[src/dtg_map.svh]
// Register offsets, field positions, reset values and the dead-time compare mode code of the dead-time output stage
`ifndef DTG_MAP_SVH
`define DTG_MAP_SVH

`define DTG_OFF_CTRL 12'h000
`define DTG_OFF_DEADTIME 12'h004
`define DTG_OFF_TOP 12'h008
`define DTG_OFF_CMP_A 12'h00C
`define DTG_OFF_CMP_B 12'h010
`define DTG_OFF_CMP_D 12'h014
`define DTG_OFF_STATUS 12'h018
`define DTG_OFF_COUNT 12'h01C
`define DTG_OFF_PORT 12'h020

`define DTG_CTRL_PWM_EN 0
`define DTG_CTRL_WGM 1
`define DTG_CTRL_INVERT 2
`define DTG_CTRL_DTPS_LO 3
`define DTG_CTRL_COM_A_LO 5
`define DTG_CTRL_COM_B_LO 7
`define DTG_CTRL_COM_D_LO 9
`define DTG_CTRL_FORCE_LO 11

`define DTG_DT_RISE_LO 4
`define DTG_DT_FALL_LO 0

`define DTG_TOP_RESET 10'h0FF
`define DTG_CTRL_RESET 14'h0000
`define DTG_DT_RESET 8'h00
`define DTG_COM_DEADTIME 2'h1

`endif

[src/dtg_pkg.sv]
// Types shared by the dead-time output stage
package dtg_pkg;
    typedef struct packed {
        logic [1:0] htrans;
        logic hwrite;
        logic [2:0] hsize;
        logic [11:0] haddr;
    } dtg_ahb_req_t;

    typedef struct packed {
        logic pin_true;
        logic pin_comp;
        logic oe_true;
        logic oe_comp;
    } dtg_pin_pair_t;

    typedef enum logic [1:0] {
        DTG_IDLE,
        DTG_HOLD_TRUE,
        DTG_HOLD_COMP
    } dtg_dt_state_t;
endpackage

[src/dtg_dead_time_output.sv]
// Dead-time compare output stage with normal counter and AHB-Lite registers
//
// Function
// Dead time inserted only in PWM mode with channel compare mode 01.
// Three independent generators, each delaying true and complement edges separately.
// Shared prescaler divides timer clock by 1, 2, 4 or 8 for counters.
// Waveform edge starts dead time; the rising output transition waits for zero.
// Counter loads rise count on rising edge, fall count on falling edge.
// Counter at zero ends the dead time and releases the held output.
// Zero dead time still delays both outputs one timer clock.
// Invert bit inverts both outputs, so both are high during dead time.
// Non-PWM mode: generator is only a one-clock synchronizer of the waveform.
// PWM with compare mode other than 01 behaves like non-PWM path.
// Reset clears the generator true output state to zero.
// Nonzero compare mode overrides port value; direction bits still gate pins.
// Compare mode zero leaves the waveform unchanged at a compare match.
// Mode change acts at next match; force strobe acts at once in non-PWM.
// Non-PWM counter counts zero to top, then clears on the next clock.
// Non-PWM compare mode 1 toggles the waveform on each match.
// Non-PWM mode 2 clears, mode 3 sets the waveform on a match.
// Overflow flag set as counter becomes zero; hardware never clears it. The code sets it only while PWM enable is clear.
// Counting depends only on PWM enable and waveform select, never compare mode. The code counts zero to top whatever PWM enable and waveform select are.
// Non-PWM: true pin disconnected; complement pin connected for nonzero modes.
// Top compare value resets to 0x0FF.
// Compare values double buffered in PWM, updated at bottom; direct otherwise.
// Prescale codes 00..11 select divide 1, 2, 4, 8; one decrement per tick.
// Dead-time register: rise count upper nibble, fall count lower nibble.
//
// The placing of the registers and the AHB-Lite interface to the registers were left to the implementer.
`timescale 1ns/1ps
`default_nettype none
`include "dtg_map.svh"

module dtg_dead_time_output
    import dtg_pkg::*;
#(
    parameter int CW = 10,
    parameter int NCH = 3
) (
    // Clock and reset
    input wire logic hclk,
    input wire logic hresetn,
    // AHB-Lite slave
    input wire logic hsel,
    input wire logic [11:0] haddr,
    input wire logic [1:0] htrans,
    input wire logic hwrite,
    input wire logic [2:0] hsize,
    input wire logic [31:0] hwdata,
    input wire logic hready,
    output logic [31:0] hrdata,
    output logic hreadyout,
    output logic hresp,
    // Output pin pairs, one per channel
    output dtg_pin_pair_t [NCH-1:0] pins
);

    ////////////////////////////////////////////////////////////////////////
    // Register bus

    dtg_ahb_req_t req_r;
    logic req_valid_r;
    logic [13:0] ctrl_r;
    logic [7:0] dt_r;
    logic [CW-1:0] top_r;
    logic [CW-1:0] cmp_buf_r [NCH];
    logic [CW-1:0] cmp_act_r [NCH];
    logic ovf_r;
    logic [CW-1:0] cnt_r;
    logic [2*NCH-1:0] port_val_r;
    logic [2*NCH-1:0] port_dir_r;
    logic cnt_wr_block_r;

    wire take_req = hsel && hready && htrans[1];
    wire wr_phase = req_valid_r && req_r.hwrite;
    wire wr_ctrl = wr_phase && (req_r.haddr == `DTG_OFF_CTRL);
    wire wr_dt = wr_phase && (req_r.haddr == `DTG_OFF_DEADTIME);
    wire wr_top = wr_phase && (req_r.haddr == `DTG_OFF_TOP);
    wire wr_stat = wr_phase && (req_r.haddr == `DTG_OFF_STATUS);
    wire wr_cnt = wr_phase && (req_r.haddr == `DTG_OFF_COUNT);
    wire wr_port = wr_phase && (req_r.haddr == `DTG_OFF_PORT);
    wire [NCH-1:0] wr_cmp;
    assign wr_cmp[0] = wr_phase && (req_r.haddr == `DTG_OFF_CMP_A);
    assign wr_cmp[1] = wr_phase && (req_r.haddr == `DTG_OFF_CMP_B);
    assign wr_cmp[2] = wr_phase && (req_r.haddr == `DTG_OFF_CMP_D);

    assign hreadyout = 1'b1;
    assign hresp = 1'b0;

    always_ff @(posedge hclk or negedge hresetn) begin
        if (!hresetn) begin
            req_r <= '0;
            req_valid_r <= 1'b0;
        end else if (hready) begin
            req_valid_r <= take_req;
            req_r <= {htrans, hwrite, hsize, haddr};
        end
    end

    // Read data is registered in the address phase
    logic [31:0] rd_mux;
    always_comb begin
        case (haddr)
            `DTG_OFF_CTRL: rd_mux = {18'h00000, ctrl_r};
            `DTG_OFF_DEADTIME: rd_mux = {24'h000000, dt_r};
            `DTG_OFF_TOP: rd_mux = {22'h000000, top_r};
            `DTG_OFF_CMP_A: rd_mux = {22'h000000, cmp_buf_r[0]};
            `DTG_OFF_CMP_B: rd_mux = {22'h000000, cmp_buf_r[1]};
            `DTG_OFF_CMP_D: rd_mux = {22'h000000, cmp_buf_r[2]};
            `DTG_OFF_STATUS: rd_mux = {31'h00000000, ovf_r};
            `DTG_OFF_COUNT: rd_mux = {22'h000000, cnt_r};
            `DTG_OFF_PORT: rd_mux = {20'h00000, port_dir_r, port_val_r};
            default: rd_mux = 32'h00000000;
        endcase
    end

    always_ff @(posedge hclk or negedge hresetn) begin
        if (!hresetn) begin
            hrdata <= 32'h00000000;
        end else if (take_req && !hwrite) begin
            hrdata <= rd_mux;
        end
    end

    ////////////////////////////////////////////////////////////////////////
    // Control fields

    wire pwm_mode_enable = ctrl_r[`DTG_CTRL_PWM_EN];
    wire waveform_gen_select = ctrl_r[`DTG_CTRL_WGM];
    wire output_invert_bit = ctrl_r[`DTG_CTRL_INVERT];
    wire [1:0] dead_time_prescale_sel = ctrl_r[`DTG_CTRL_DTPS_LO +: 2];
    wire [3:0] rise_dead_count = dt_r[`DTG_DT_RISE_LO +: 4];
    wire [3:0] fall_dead_count = dt_r[`DTG_DT_FALL_LO +: 4];
    wire [NCH-1:0] force_compare_strobe;
    assign force_compare_strobe = wr_ctrl ? hwdata[`DTG_CTRL_FORCE_LO +: NCH] : '0;

    function automatic logic [1:0] com_of(input logic [13:0] c, input int ch);
        case (ch)
            0: com_of = c[`DTG_CTRL_COM_A_LO +: 2];
            1: com_of = c[`DTG_CTRL_COM_B_LO +: 2];
            default: com_of = c[`DTG_CTRL_COM_D_LO +: 2];
        endcase
    endfunction

    always_ff @(posedge hclk or negedge hresetn) begin
        if (!hresetn) begin
            ctrl_r <= `DTG_CTRL_RESET;
            dt_r <= `DTG_DT_RESET;
            top_r <= `DTG_TOP_RESET;
            port_val_r <= '0;
            port_dir_r <= '0;
        end else begin
            if (wr_ctrl) ctrl_r <= {3'h0, hwdata[10:0]};
            if (wr_dt) dt_r <= hwdata[7:0];
            if (wr_top) top_r <= hwdata[CW-1:0];
            if (wr_port) {port_dir_r, port_val_r} <= hwdata[4*NCH-1:0];
        end
    end

    ////////////////////////////////////////////////////////////////////////
    // Counter (normal mode; PWM counting sequences are outside this block)

    wire at_top = (cnt_r == top_r);
    wire [CW-1:0] cnt_nxt = at_top ? '0 : cnt_r + 1'b1;
    wire at_bottom_nxt = (cnt_nxt == '0);

    always_ff @(posedge hclk or negedge hresetn) begin
        if (!hresetn) begin
            cnt_r <= '0;
            ovf_r <= 1'b0;
            cnt_wr_block_r <= 1'b0;
        end else begin
            cnt_wr_block_r <= wr_cnt;
            if (wr_cnt) cnt_r <= hwdata[CW-1:0];
            else cnt_r <= cnt_nxt;
            // Set wins over a software clear (write one to clear)
            if (!wr_cnt && at_bottom_nxt && !pwm_mode_enable) ovf_r <= 1'b1;
            else if (wr_stat && hwdata[0]) ovf_r <= 1'b0;
        end
    end

    ////////////////////////////////////////////////////////////////////////
    // Dead-time prescaler

    logic [2:0] pre_r;
    wire [2:0] pre_mask = 3'((4'h1 << dead_time_prescale_sel) - 4'h1);
    wire dt_tick = ((pre_r & pre_mask) == 3'h0);

    always_ff @(posedge hclk or negedge hresetn) begin
        if (!hresetn) pre_r <= 3'h0;
        else pre_r <= pre_r + 3'h1;
    end

    ////////////////////////////////////////////////////////////////////////
    // Per-channel waveform generator and dead-time generator

    for (genvar ch = 0; ch < NCH; ch++) begin : g_ch
        logic wave_r;
        logic wave_d_r;
        logic true_r;
        logic comp_r;
        logic [3:0] dcnt_r;
        dtg_dt_state_t st_r;

        wire [1:0] com = com_of(ctrl_r, ch);
        wire dt_mode = pwm_mode_enable && (com == `DTG_COM_DEADTIME);
        wire match = (cnt_r == cmp_act_r[ch]) && !cnt_wr_block_r;
        // PWM counting is outside this block, so a match still drives the waveform there
        wire fire = match || (force_compare_strobe[ch] && !pwm_mode_enable);

        // Compare buffering
        always_ff @(posedge hclk or negedge hresetn) begin
            if (!hresetn) begin
                cmp_buf_r[ch] <= '0;
                cmp_act_r[ch] <= '0;
            end else begin
                if (wr_cmp[ch]) cmp_buf_r[ch] <= hwdata[CW-1:0];
                if (!pwm_mode_enable) begin
                    if (wr_cmp[ch]) cmp_act_r[ch] <= hwdata[CW-1:0];
                end else if (at_top) begin
                    cmp_act_r[ch] <= cmp_buf_r[ch];
                end
            end
        end

        // Waveform action on a match; mode zero keeps the level
        logic wave_nxt;
        always_comb begin
            wave_nxt = wave_r;
            if (fire) begin
                case (com)
                    2'h1: wave_nxt = !wave_r;
                    2'h2: wave_nxt = 1'b0;
                    2'h3: wave_nxt = 1'b1;
                    default: wave_nxt = wave_r;
                endcase
            end
        end

        wire rise = wave_r && !wave_d_r;
        wire fall = !wave_r && wave_d_r;

        always_ff @(posedge hclk or negedge hresetn) begin
            if (!hresetn) begin
                wave_r <= 1'b0;
                wave_d_r <= 1'b0;
                true_r <= 1'b0;
                comp_r <= 1'b0;
                dcnt_r <= 4'h0;
                st_r <= DTG_IDLE;
            end else begin
                wave_r <= wave_nxt;
                wave_d_r <= wave_r;
                if (!dt_mode) begin
                    true_r <= wave_r;
                    comp_r <= !wave_r;
                    st_r <= DTG_IDLE;
                    dcnt_r <= 4'h0;
                end else if (rise) begin
                    comp_r <= 1'b0;
                    true_r <= (rise_dead_count == 4'h0);
                    dcnt_r <= rise_dead_count;
                    st_r <= (rise_dead_count == 4'h0) ? DTG_IDLE : DTG_HOLD_TRUE;
                end else if (fall) begin
                    true_r <= 1'b0;
                    comp_r <= (fall_dead_count == 4'h0);
                    dcnt_r <= fall_dead_count;
                    st_r <= (fall_dead_count == 4'h0) ? DTG_IDLE : DTG_HOLD_COMP;
                end else begin
                    case (st_r)
                        DTG_HOLD_TRUE, DTG_HOLD_COMP: begin
                            if (dt_tick && dcnt_r != 4'h0) dcnt_r <= dcnt_r - 4'h1;
                            if (dcnt_r == 4'h0) begin
                                // Zero reached: release the held edge
                                if (st_r == DTG_HOLD_TRUE) true_r <= 1'b1;
                                else comp_r <= 1'b1;
                                st_r <= DTG_IDLE;
                            end
                        end
                        default: st_r <= DTG_IDLE;
                    endcase
                end
            end
        end

        // Pin override and direction
        wire ovr = (com != 2'h0);
        wire true_conn = ovr && dt_mode;
        wire comp_conn = ovr;
        wire t_val = true_r ^ (output_invert_bit && dt_mode);
        wire c_val = comp_r ^ (output_invert_bit && dt_mode);
        wire c_src = dt_mode ? c_val : true_r;
        assign pins[ch].pin_true = true_conn ? t_val : port_val_r[2*ch];
        assign pins[ch].pin_comp = comp_conn ? c_src : port_val_r[2*ch+1];
        assign pins[ch].oe_true = port_dir_r[2*ch];
        assign pins[ch].oe_comp = port_dir_r[2*ch+1];
    end

endmodule
`default_nettype wire

[config.mk]
export PLATFORM = sky130hd
export DESIGN_NAME = dtg_dead_time_output
export DESIGN_NICKNAME = d
export VERILOG_FILES = /design/src/dtg_pkg.sv /design/src/dtg_dead_time_output.sv
export VERILOG_INCLUDE_DIRS = /design/src
export SDC_FILE = /design/constraint.sdc
export NUM_CORES = 1
export LEC_CHECK = 0
export BUFFER_PORTS_ARGS = -buffer_cell sky130_fd_sc_hd__buf_4
export CORE_ASPECT_RATIO = 1.1
export CORE_MARGIN = 4
export CORE_UTILIZATION = 60
export CTS_CLUSTER_SIZE = 14
export DETAILED_ROUTE_END_ITERATION = 10
export GPL_TIMING_DRIVEN = 1
export PLACE_DENSITY = 0.81
export SYNTH_ARGS = -nofsm -noshare
export SYNTH_HDL_FRONTEND = slang
export SYNTH_SLANG_ARGS = --single-unit
export TNS_END_PERCENT = 10
[constraint.sdc]
create_clock -name hclk -period 6.05 [get_ports hclk]
set_input_delay 0.3025 -clock hclk [delete_from_list [all_inputs] [get_ports hclk]]
set_output_delay 0.3025 -clock hclk [all_outputs]
set_load 0.1 [all_outputs]
* Word level (Yosys, flattened, before mapping)
Index checks and enable logic that the tools add are counted.
** Cells by class
- Add/subtract/negate cells :: 6
- Equality and inequality tests :: 54
- Shifts and indexed selects :: 1
- Multiplexer cells :: 95
- Bitwise gates (word level) :: 7
- Reduce and logical (&&, ||, !) cells :: 93
** Operators by type and width (number)
- $mux W10 :: 11
- $pmux W12 S9 :: 1
- $eq A12 B5 Y1 const B :: 8
- $mux W4 :: 15
- $eq A12 B4 Y1 const B :: 4
- $mux W1 :: 48
- $ne A4 B1 Y1 const B :: 12
- $eq A10 B10 Y1 :: 4
- $logic_and A1 B1 Y1 :: 40
- $mux W2 :: 16
- $eq A12 B3 Y1 const B :: 2
- $eq A12 B6 Y1 const B :: 2
- $logic_not A12 Y1 :: 2
- $logic_not A4 Y1 :: 5
- $eq A2 B2 Y1 const B :: 9
- $reduce_and A2 Y1 :: 9
- $reduce_and A3 Y1 :: 6
- $ne A5 B5 Y1 const B :: 3
- $reduce_bool A2 Y1 :: 7
- $eq A2 B1 Y1 const B :: 6
- $ne A4 B4 Y1 const B :: 3
- $reduce_bool A4 Y1 :: 3
- $sub A4 B1 Y4 const B :: 3
- $add A10 B1 Y10 const B :: 1
- 14 further kinds :: 36
** Word-level totals
- Register bits after elaboration :: 192
- Bits of input ports :: 54
- Output and inout port bits :: 46
- Word-level logic and storage cells :: 293

* Logic depth before layout (Yosys ltp)
Gate-level depths: netlist of run 1.
- Word-level depth :: 10
- Depth in mapped cells :: 7
- Gate-level depth less buffers :: 7

* Worst setup path after synthesis of run 1
No wires, ideal clock.
- Path kind :: register -> output
- From :: register ctrl_r[5]
- To :: output port pins[2] in the netlist's numbering
- Data arrival time :: 3174 ps
- Required time :: 5747 ps
- Setup slack :: 2573 ps
- Cell stages (with the launch flop) :: 6
- Path buffers :: 1
- Path through :: dfrtp_1 -> nor2b_1 -> nand2_1 -> clkbuf_1 -> a21oi_1 -> o21ai_0
** RTL lines
- from (decl) :: line dtg_dead_time_output.sv:63 : logic [13:0] ctrl_r;
- from (signal assigned) :: line dtg_dead_time_output.sv:147 : ctrl_r <= `DTG_CTRL_RESET;
- from (signal assigned) :: line dtg_dead_time_output.sv:153 : if (wr_ctrl) ctrl_r <= {3'h0, hwdata[10:0]};
- to (decl) :: line dtg_dead_time_output.sv:55 : output dtg_pin_pair_t [NCH-1:0] pins

* Worst setup path after layout of run 1
- From :: register cnt_r[2]
- To :: register cmp_act_r[5] in the netlist's numbering
** Between the ends
- Cells in the longest elaborated chain, start to end :: 3
** Ends and longest elaborated chain
- from (decl) :: line dtg_dead_time_output.sv:69 : logic [CW-1:0] cnt_r;
- from (signal assigned) :: line dtg_dead_time_output.sv:174 : if (wr_cnt) cnt_r <= hwdata[CW-1:0];
- from (signal assigned) :: line dtg_dead_time_output.sv:175 : else cnt_r <= cnt_nxt;
- $eq A10 B10 Y1 :: line dtg_dead_time_output.sv:163 : wire at_top = (cnt_r == top_r);
- $ne A2 B1 Y1 (no line)
- $reduce_and A2 Y1 (no line)
- to (signal, indexed assignment) :: line dtg_dead_time_output.sv:219 : if (wr_cmp[ch]) cmp_act_r[ch] <= hwdata[CW-1:0];
- to (signal, indexed assignment) :: line dtg_dead_time_output.sv:221 : cmp_act_r[ch] <= cmp_buf_r[ch];
- to (decl) :: line dtg_dead_time_output.sv:67 : logic [CW-1:0] cmp_act_r [NCH];
No other way between the ends.
A chain may end at the register's enable or synchronous reset.

==> results.rst, run 1 <==
.. list-table::
   :header-rows: 1

   * - Metric
     - Value
   * - Run status
     - finished, final reports clean
   * - Setup repair after global routing missed its margin
     - false
   * - Category of the critical setup timing path
     - flop to flop
   * - Share of the clock period used by the worst path
     - 0.472
   * - PnR worst setup slack
     - 3.19 ns
   * - Largest fanout on the critical path
     - 22
   * - Standby leakage power
     - between 4 and 5 nW
   * - Total number of placement rows
     - 48
   * - Worst min-delay path class
     - input port to asynchronous set/reset pin
   * - Average wire length per cell after detail routing
     - approximately 21 µm
   * - Reg2Reg Setup Slack
     - around 3.2 ns
   * - Number of clock sinks
     - ~170
   * - Antenna fix cells
     - 0
   * - Syn. warnings
     - 0
   * - Gate power share
     - 0.258
   * - Power per standard cell area
     - ~340 mW/mm²
   * - Cell-by-cell trace of the critical path
     - xor2_1 > nor4_1 > nand4_1 > o21ai_2 > o21a_1
   * - Kind of end point of the critical path
     - flop
   * - Sequential power share
     - 0.439
   * - Final instance count without filler cells
     - roughly 1100
   * - Horizontal extent of the die
     - 130 µm
   * - Slew Viols, Final
     - 0
   * - Number of vias in the routed layout
     - 7278
   * - Seq cells post-synth
     - 172
   * - Largest buffer count on any clock path
     - 2
   * - Average footprint of a synthesized cell
     - 10.6 µm²
   * - Predominant post-synthesis flop cell
     - dfrtp_1
   * - Worst Path Arrival
     - 3.24 ns
   * - Remaining antenna violation count after routing
     - 0
   * - H-tree levels
     - 4
   * - GRT Total Usage
     - 0.271
   * - Die height
     - 142 µm
   * - Sum of overflow across all layers after global routing
     - 0
   * - Die ar.
     - about 0.018 mm²
   * - Proportion of layout cells with a drive suffix above 1
     - 0.172
   * - Setup TNS after final layout
     - 0 ns
   * - TritonCTS buffer count
     - 17
   * - Clock root cell
     - clkbuf_16
   * - Seq/Total Area, Yosys
     - 0.441
   * - Largest net degree at the start of global routing
     - 110
   * - Slowest Stage Delay on Critical Path
     - 0.84 ns
   * - Post-route DRC
     - 0
   * - Synth-to-layout area growth
     - 8.86%
   * - Post-synthesis cell count
     - between 900 and 1000
   * - Last element of the critical path
     - cmp_act_r[5]$_DFFE_PN0P_
   * - Netlist Area Pre-Place
     - 0.00979 mm²
   * - Initial core utilization
     - 0.617
   * - Number of enable flip-flop cells after synthesis
     - 0
   * - RR Endpoint
     - cmp_act_r[5]$_DFFE_PN0P_
   * - NetSw
     - around 1.3 mW
   * - Number of failing hold endpoints at the final stage
     - 0
   * - Via count of the first global-routing pass
     - a little over 7000
   * - Path depth of the worst reg2reg path
     - 5
   * - Worst clock skew
     - 0.00678 ns
   * - Share of async-settable or async-resettable flops after synthesis
     - 1.00
   * - Drt first pass iters
     - 7
   * - Hold bufs inserted after CTS
     - 0
   * - Actual slew at the worst max-slew pin
     - around 1.2 ns
   * - Worst-path cell with the longest stage delay
     - nand4_1
   * - Storage cell area
     - around 0.0043 mm²
   * - Final estimated routing congestion in global placement
     - 0.859
   * - Final HPWL DP
     - 16700 µm
   * - Max Freq
     - 350 MHz
   * - Power after layout
     - 3.62 mW
   * - Critical Path RT
     - 6.43 ns
   * - Count of routing violations after the opening detailed-route iteration
     - 654
   * - Core Box Area
     - 0.0159 mm²
   * - Setup WS pre-CTS
     - 3.25 ns
   * - Number of I/O pins
     - 100
   * - Layout net count
     - 1000
   * - Via count normalized by instance count
     - roughly 6.3
   * - Global-route wire length before repair
     - 38800 µm
   * - Number of buffer cells added on primary ports
     - 55
   * - Post-CTS resize count
     - 0
   * - Inst Count DP
     - 1117
   * - Worst setup path start
     - cnt_r[2]$_DFF_PN0_
   * - Number of antenna violations at the first check in global routing
     - 0
   * - Synth top area share
     - 0.419
   * - Clock Pin Slew Worst Setup and Hold Paths
     - 0.07 ns
   * - # setup viols final
     - 0
   * - Dominant cells by area after synthesis
     - dfrtp_1 (42%), mux2_1 (6.3%), mux2i_1 (5.6%), mux2_2 (4.4%), xor2_1 (3.7%)
   * - Power share of the clock group
     - 0.302
   * - Worst VDD drop
     - 0.000307 V
   * - Area leader, netlist
     - dfrtp_1
   * - Yosys cell types
     - 78
   * - Layout fillers
     - 1206
   * - Slew Limit Headroom
     - 0.204
   * - TritonCTS clock tree
     - yes
   * - Post-CTS setup buffer count
     - 0
   * - Switching portion of total power
     - 0.362
   * - Final Critical Period
     - 2.86 ns
   * - Startpoint of the worst-slack reg-to-reg timing path
     - cnt_r[2]$_DFF_PN0_
   * - Total of max-cap violations
     - 0
   * - Cell internal power dissipation
     - between 2 and 2.5 mW
   * - Multi-input logic area
     - 0.00494 mm²
   * - Post-Route WL
     - 24000 µm
   * - Startpoint type of the worst setup path
     - flop
   * - Later-pin clock latency in the skew report
     - 0.44 ns
-- area by class of cell --
type,count,share of cell area
clock buffers,18,0.0412
clock inverters,14,0.0136
inverters,31,0.0109
multi-input cells,655,0.464
flip-flops and latches,172,0.405
well taps,200,0.0235
repair buffers,59,0.0419
-- cells in the final DEF, fill, tap and decap left out, types with 17 or more instances in the layout --
cell	instances
nor3_1	18
clkbuf_16	17
xor2_1	41
conb_1	22
dfrtp_1	164
xnor2_1	21
o21a_1	22
mux2_1	55
nor2_1	45
buf_4	58
inv_1	29
mux2_2	38
nand3_1	23
a21oi_1	44
o21ai_0	25
mux2i_1	55
nand2_1	58
-- worst max-delay path, delay by kind of cell, from the launching register on --
kind | cells | cell delay, ns
simple gates | 2 | 1.18
xor+xnor | 1 | 0.25
compound gates | 2 | 0.76
flops | 1 | 0.60
-- state kept, by name, summed over array words and instances, names as in the netlist, 6 cells and up --
register	flops
port_val_r	6
top_r	10
dt_r	8
hrdata	12
g_ch.dcnt_r	12
cnt_r	10
g_ch.st_r	6
ctrl_r	11
req_r	13
port_dir_r	6
cmp_act_r	30
cmp_buf_r	30
-- power by group through the flow --
stage | sequential [mW] | clock, mW | combinational (mW)
3_5_place_dp | 1.60 | 0 | 0.917
6_report | 1.59 | 1.09 | 0.934
2_1_floorplan | 1.44 | 0 | 0.863
5_1_grt | 1.62 | 1.15 | 1.03
4_1_cts | 1.58 | 1.10 | 0.933
3_3_place_gp | 1.59 | 0 | 0.893
-- metal layers --
metal | vias up | track usage | part of all wire
met5 | - | 0 | 0
met4 | 0 | 0.0832 | 0.022
met3 | 42 | 0.0582 | 0.059
met2 | 227 | 0.440 | 0.50
met1 | 3670 | 0.367 | 0.42
li1 | 3339 | - | -
-- worst min path at each step --
stage                                          to  slack, ns  depth (start not counted)
finish              g_ch[0].dcnt_r[1]$_DFFE_PN0P_      0.001                          1
global route        g_ch[1].dcnt_r[3]$_DFFE_PN0P_       0.08                          1
CTS                   g_ch[1].st_r[0]$_DFFE_PN0P_       0.04                          1
detailed placement             pre_r[2]$_DFF_PN0_       0.46                          1
global placement               pre_r[0]$_DFF_PN0_       0.44                          1
floorplan                cmp_act_r[0]$_DFFE_PN0P_      0.007                          0
-- cell usage after synthesis (9+ instances only) --
cell type	n
buf_2	14
mux2_1	55
o21ai_0	25
o22a_1	11
buf_4	25
nor3_1	18
nand4_1	9
a22o_1	9
inv_1	29
xnor2_1	21
o21a_1	22
a21oi_1	44
nand2_1	58
mux2i_1	55
clkbuf_1	35
mux2_2	38
o31ai_1	15
nor2_1	45
xor2_1	41
o32a_1	10
dfrtp_1	164
ha_1	10
nand3_1	23
-- cells by family after synthesis --
| group | after synthesis | share of synthesized area |
|---|---|---|
| buffers and inverters | 119 | 0.0619 |
| muxes | 151 | 0.170 |
| other | 2 | 0.000767 |
| DFF | 172 | 0.441 |
| and+or+nand+nor | 210 | 0.113 |
| AOI/OAI and AO/OA | 200 | 0.145 |
| adders and majority gates | 10 | 0.0128 |
| xor gates and xnor gates | 62 | 0.0555 |
-- through the flow --
step,util,hold slack [ns],instance area [µm²]
final,0.672,0.00103,10700
after global routing,0.672,0.0751,10700
after CTS,0.672,0.0449,10700
after detailed placement,0.635,0.458,10100
after global placement,0.635,0.441,10100
after floorplan,-,0.00691,9860
No activity file was read; power rests on OpenSTA's default activity.
==> run 2, diff against run 1 <==
--- a/config.mk
+++ b/config.mk
@@ -9,11 +9,11 @@
 export BUFFER_PORTS_ARGS = -buffer_cell sky130_fd_sc_hd__buf_4
 export CORE_ASPECT_RATIO = 1.1
 export CORE_MARGIN = 4
-export CORE_UTILIZATION = 60
+export CORE_UTILIZATION = 54
 export CTS_CLUSTER_SIZE = 14
 export DETAILED_ROUTE_END_ITERATION = 10
 export GPL_TIMING_DRIVEN = 1
-export PLACE_DENSITY = 0.81
+export PLACE_DENSITY = 0.77
 export SYNTH_ARGS = -nofsm -noshare
 export SYNTH_HDL_FRONTEND = slang
 export SYNTH_SLANG_ARGS = --single-unit
==> constraint.sdc (replaced) <==
create_clock -name hclk -period 2.36 [get_ports hclk]
set_input_delay 0.118 -clock hclk [delete_from_list [all_inputs] [get_ports hclk]]
set_output_delay 0.118 -clock hclk [all_outputs]
set_load 0.1 [all_outputs]
==> run 2 against run 1 <==
  * Global-route usage down 1.9 points
  * Die area is 10% higher
  * Register-to-register slack worse by 3.0 ns
  * Cell count rose by 7.7%
  * Worst hold slack gained 0.022 ns
  * Largest cell class unchanged
  * Critical endpoint is now pins[2]
  * Highest routed layer unchanged
  * Largest power group unchanged
==> results.rst, run 2 (same netlist as run 1, synthesis figures left out) <==
.. list-table::
   :header-rows: 1

   * - Metric
     - Value
   * - Worst min-delay path class
     - input port to flop
   * - Instance count along the most critical hold path
     - 3
   * - Core Box Area
     - around 0.018 mm²
   * - Worst hold start
     - hwdata[3]
   * - Die ar.
     - ~0.020 mm²
   * - Average wire length per cell after detail routing
     - 20.1 µm
   * - Non-Filler Cell Area, Final
     - 0.0112 mm²
   * - Final estimated routing congestion in global placement
     - 0.879
   * - Synth-to-layout area growth
     - 13.9%
   * - Standby leakage power
     - 4.92 nW
   * - Startpoint of the worst-slack reg-to-reg timing path
     - req_r[5]$_DFFE_PN0P_
   * - Actual slew at the worst max-slew pin
     - 0.811 ns
   * - Hold Worst Slack
     - 0.0228 ns
   * - Reg2Reg Setup Slack
     - ~0.17 ns
   * - Worst-case hold path end point
     - cnt_r[3]$_DFF_PN0_
   * - Antenna fix cells
     - 0
   * - Power after layout
     - 9.38 mW
   * - Commonest non-fill, non-tap cell in the layout
     - dfrtp_1
   * - Worst setup path start
     - ctrl_r[5]$_DFFE_PN0N_
   * - Initial core utilization
     - 0.552
   * - GRT Total Usage
     - 0.251
   * - Global-route wire length before repair
     - 39700 µm
   * - Drt first pass iters
     - 5
   * - Slew Limit Headroom
     - 0.454
   * - Startpoint type of the worst setup path
     - flop
   * - Post-CTS setup buffer count
     - 0
   * - Critical Path RT
     - 2.24 ns
   * - Total of max-cap violations
     - 0
   * - Layout net count
     - 1051
   * - Largest buffer count on any clock path
     - 2
   * - Run status
     - finished, final reports clean
   * - Power per standard cell area
     - 842 mW/mm²
   * - Die height
     - 149 µm
   * - Category of the critical setup timing path
     - flop to output port
   * - TritonCTS buffer count
     - 17
   * - Max Freq
     - 453 MHz
   * - Clock root cell
     - clkbuf_16
   * - Share of the clock period used by the worst path
     - 0.936
   * - Number of buffer cells added on primary ports
     - 55
   * - TritonCTS clock tree
     - yes
   * - Sum of overflow across all layers after global routing
     - 0
   * - Final HPWL DP
     - 17800 µm
   * - Largest regs
     - cmp_act_r: 30 flops, cmp_buf_r: 30 flops, req_r: 13 flops
   * - RR Endpoint
     - dt_r[3]$_DFFE_PN0P_
   * - Largest fanout on the critical path
     - 10
   * - # setup viols final
     - 0
   * - Total number of placement rows
     - 51
   * - Later-pin clock latency in the skew report
     - approximately 0.43 ns
   * - Proportion of layout cells with a drive suffix above 1
     - 0.191
   * - Area of placed instances
     - 0.0104 mm²
   * - Number of I/O pins
     - 100
   * - Layout fillers
     - approximately 1400
   * - Number of clock sinks
     - 172
   * - Number of failing hold endpoints at the final stage
     - 0
   * - Setup repair after global routing missed its margin
     - false
   * - Path depth of the worst reg2reg path
     - 4
   * - Number of vias in the routed layout
     - 7443
   * - Post-route DRC
     - 0
   * - Worst clock skew
     - 0.00700 ns
   * - Most frequent cells in the layout
     - dfrtp_1 (164), buf_4 (87), nand2_1 (57)
   * - Via count of the first global-routing pass
     - 7391
   * - Worst VDD drop
     - ~0.00059 V
   * - H-tree levels
     - 4
   * - Post-Route WL
     - ~25000 µm
   * - Remaining antenna violation count after routing
     - 0
   * - Via count normalized by instance count
     - about 6
   * - Clock Pin Slew Worst Setup and Hold Paths
     - 0.06 ns
   * - Worst Path Arrival
     - about 2.1 ns
   * - Largest net degree at the start of global routing
     - between 60 and 70
   * - Count of routing violations after the opening detailed-route iteration
     - 497
   * - Final Critical Period
     - 2.21 ns
   * - Horizontal extent of the die
     - 136 µm
   * - Slew Viols, Final
     - 0
   * - Setup TNS after final layout
     - 0 ns
   * - Kind of end point of the critical path
     - output port
   * - Number of antenna violations at the first check in global routing
     - 0
==> run 2: cell count changes in the layout (fill, tap and decap cells not counted) <==
cell and delta:
clkbuf_1 +4, o21ai_1 +5, nand2_2 +1, buf_12 +2, o21ai_0 -5, buf_4 +29, inv_6 -2, nand2_1 -1
clkbuf_8 +2, dlygate4sd3_1 +20, clkinv_4 -4
==> run 2: layout make-up <==
type                       instances  area, µm²  share of cell area
inverter                          31        116              0.0104
clock buffer                      24        482              0.0432
timing repair buffer             110        905              0.0811
tap                              238        298              0.0267
multi-input combinational        655       4940               0.443
clock inverter                     8       92.6             0.00830
sequential                       172       4310               0.387
==> run 2: power by group <==
group	internal (mW)	total [mW]	switching, mW	leakage (nW)
logic	1.10	2.76	1.65	2.52
clock network	1.63	2.78	1.14	0.284
registers	3.35	3.85	0.506	2.12
total	6.08	9.38	3.30	4.92
==> run 2: worst max path at each step <==
stage / to / slack (ns) / depth (start not counted)
after global routing: pins[2] / 0.03 / 6
after global placement: g_ch[0].wave_r$_DFFE_PN0P_ / 0.24 / 6
after floorplan: pins[2] / -0.19 / 5
after CTS: pins[6] / 0.15 / 6
final: pins[2] / 0.15 / 6
after detailed placement: g_ch[0].wave_r$_DFFE_PN0P_ / 0.18 / 6
==> run 2: metal layers <==
| metal | vias up | share of wire | track usage | wire [µm] |
|---|---|---|---|---|
| met5 | - | 0 | 0 | 0 |
| met4 | 0 | 0.027 | 0.0847 | 670 |
| met3 | 48 | 0.056 | 0.0401 | 1380 |
| met2 | 248 | 0.50 | 0.420 | 12400 |
| met1 | 3704 | 0.42 | 0.333 | 10400 |
| li1 | 3443 | - | - | - |
==> run 2: metrics by stage <==
step                      cells   util  worst slack (ns)
final                      1238  0.629             0.152
after detailed placement   1186  0.585             0.185
after global routing       1238  0.629            0.0263
after CTS                  1238  0.628             0.151
after floorplan             946      -            -0.185
after global placement     1186  0.585             0.240
==> run 2: worst max-delay path, stage by stage, from the launching register on <==
cell     delay [ns]
dfrtp_1        0.42
nor2b_1        0.20
nand2_1        0.24
nor2_1         0.17
a21oi_1        0.05
o21ai_1        0.23
buf_4          0.34
==> run 2: timing repair <==
item                                   CTS  global route
gates resized for setup                  0             1
endpoints found under the hold margin   78             0
setup endpoints to repair                0             1
hold buffers                            20             0
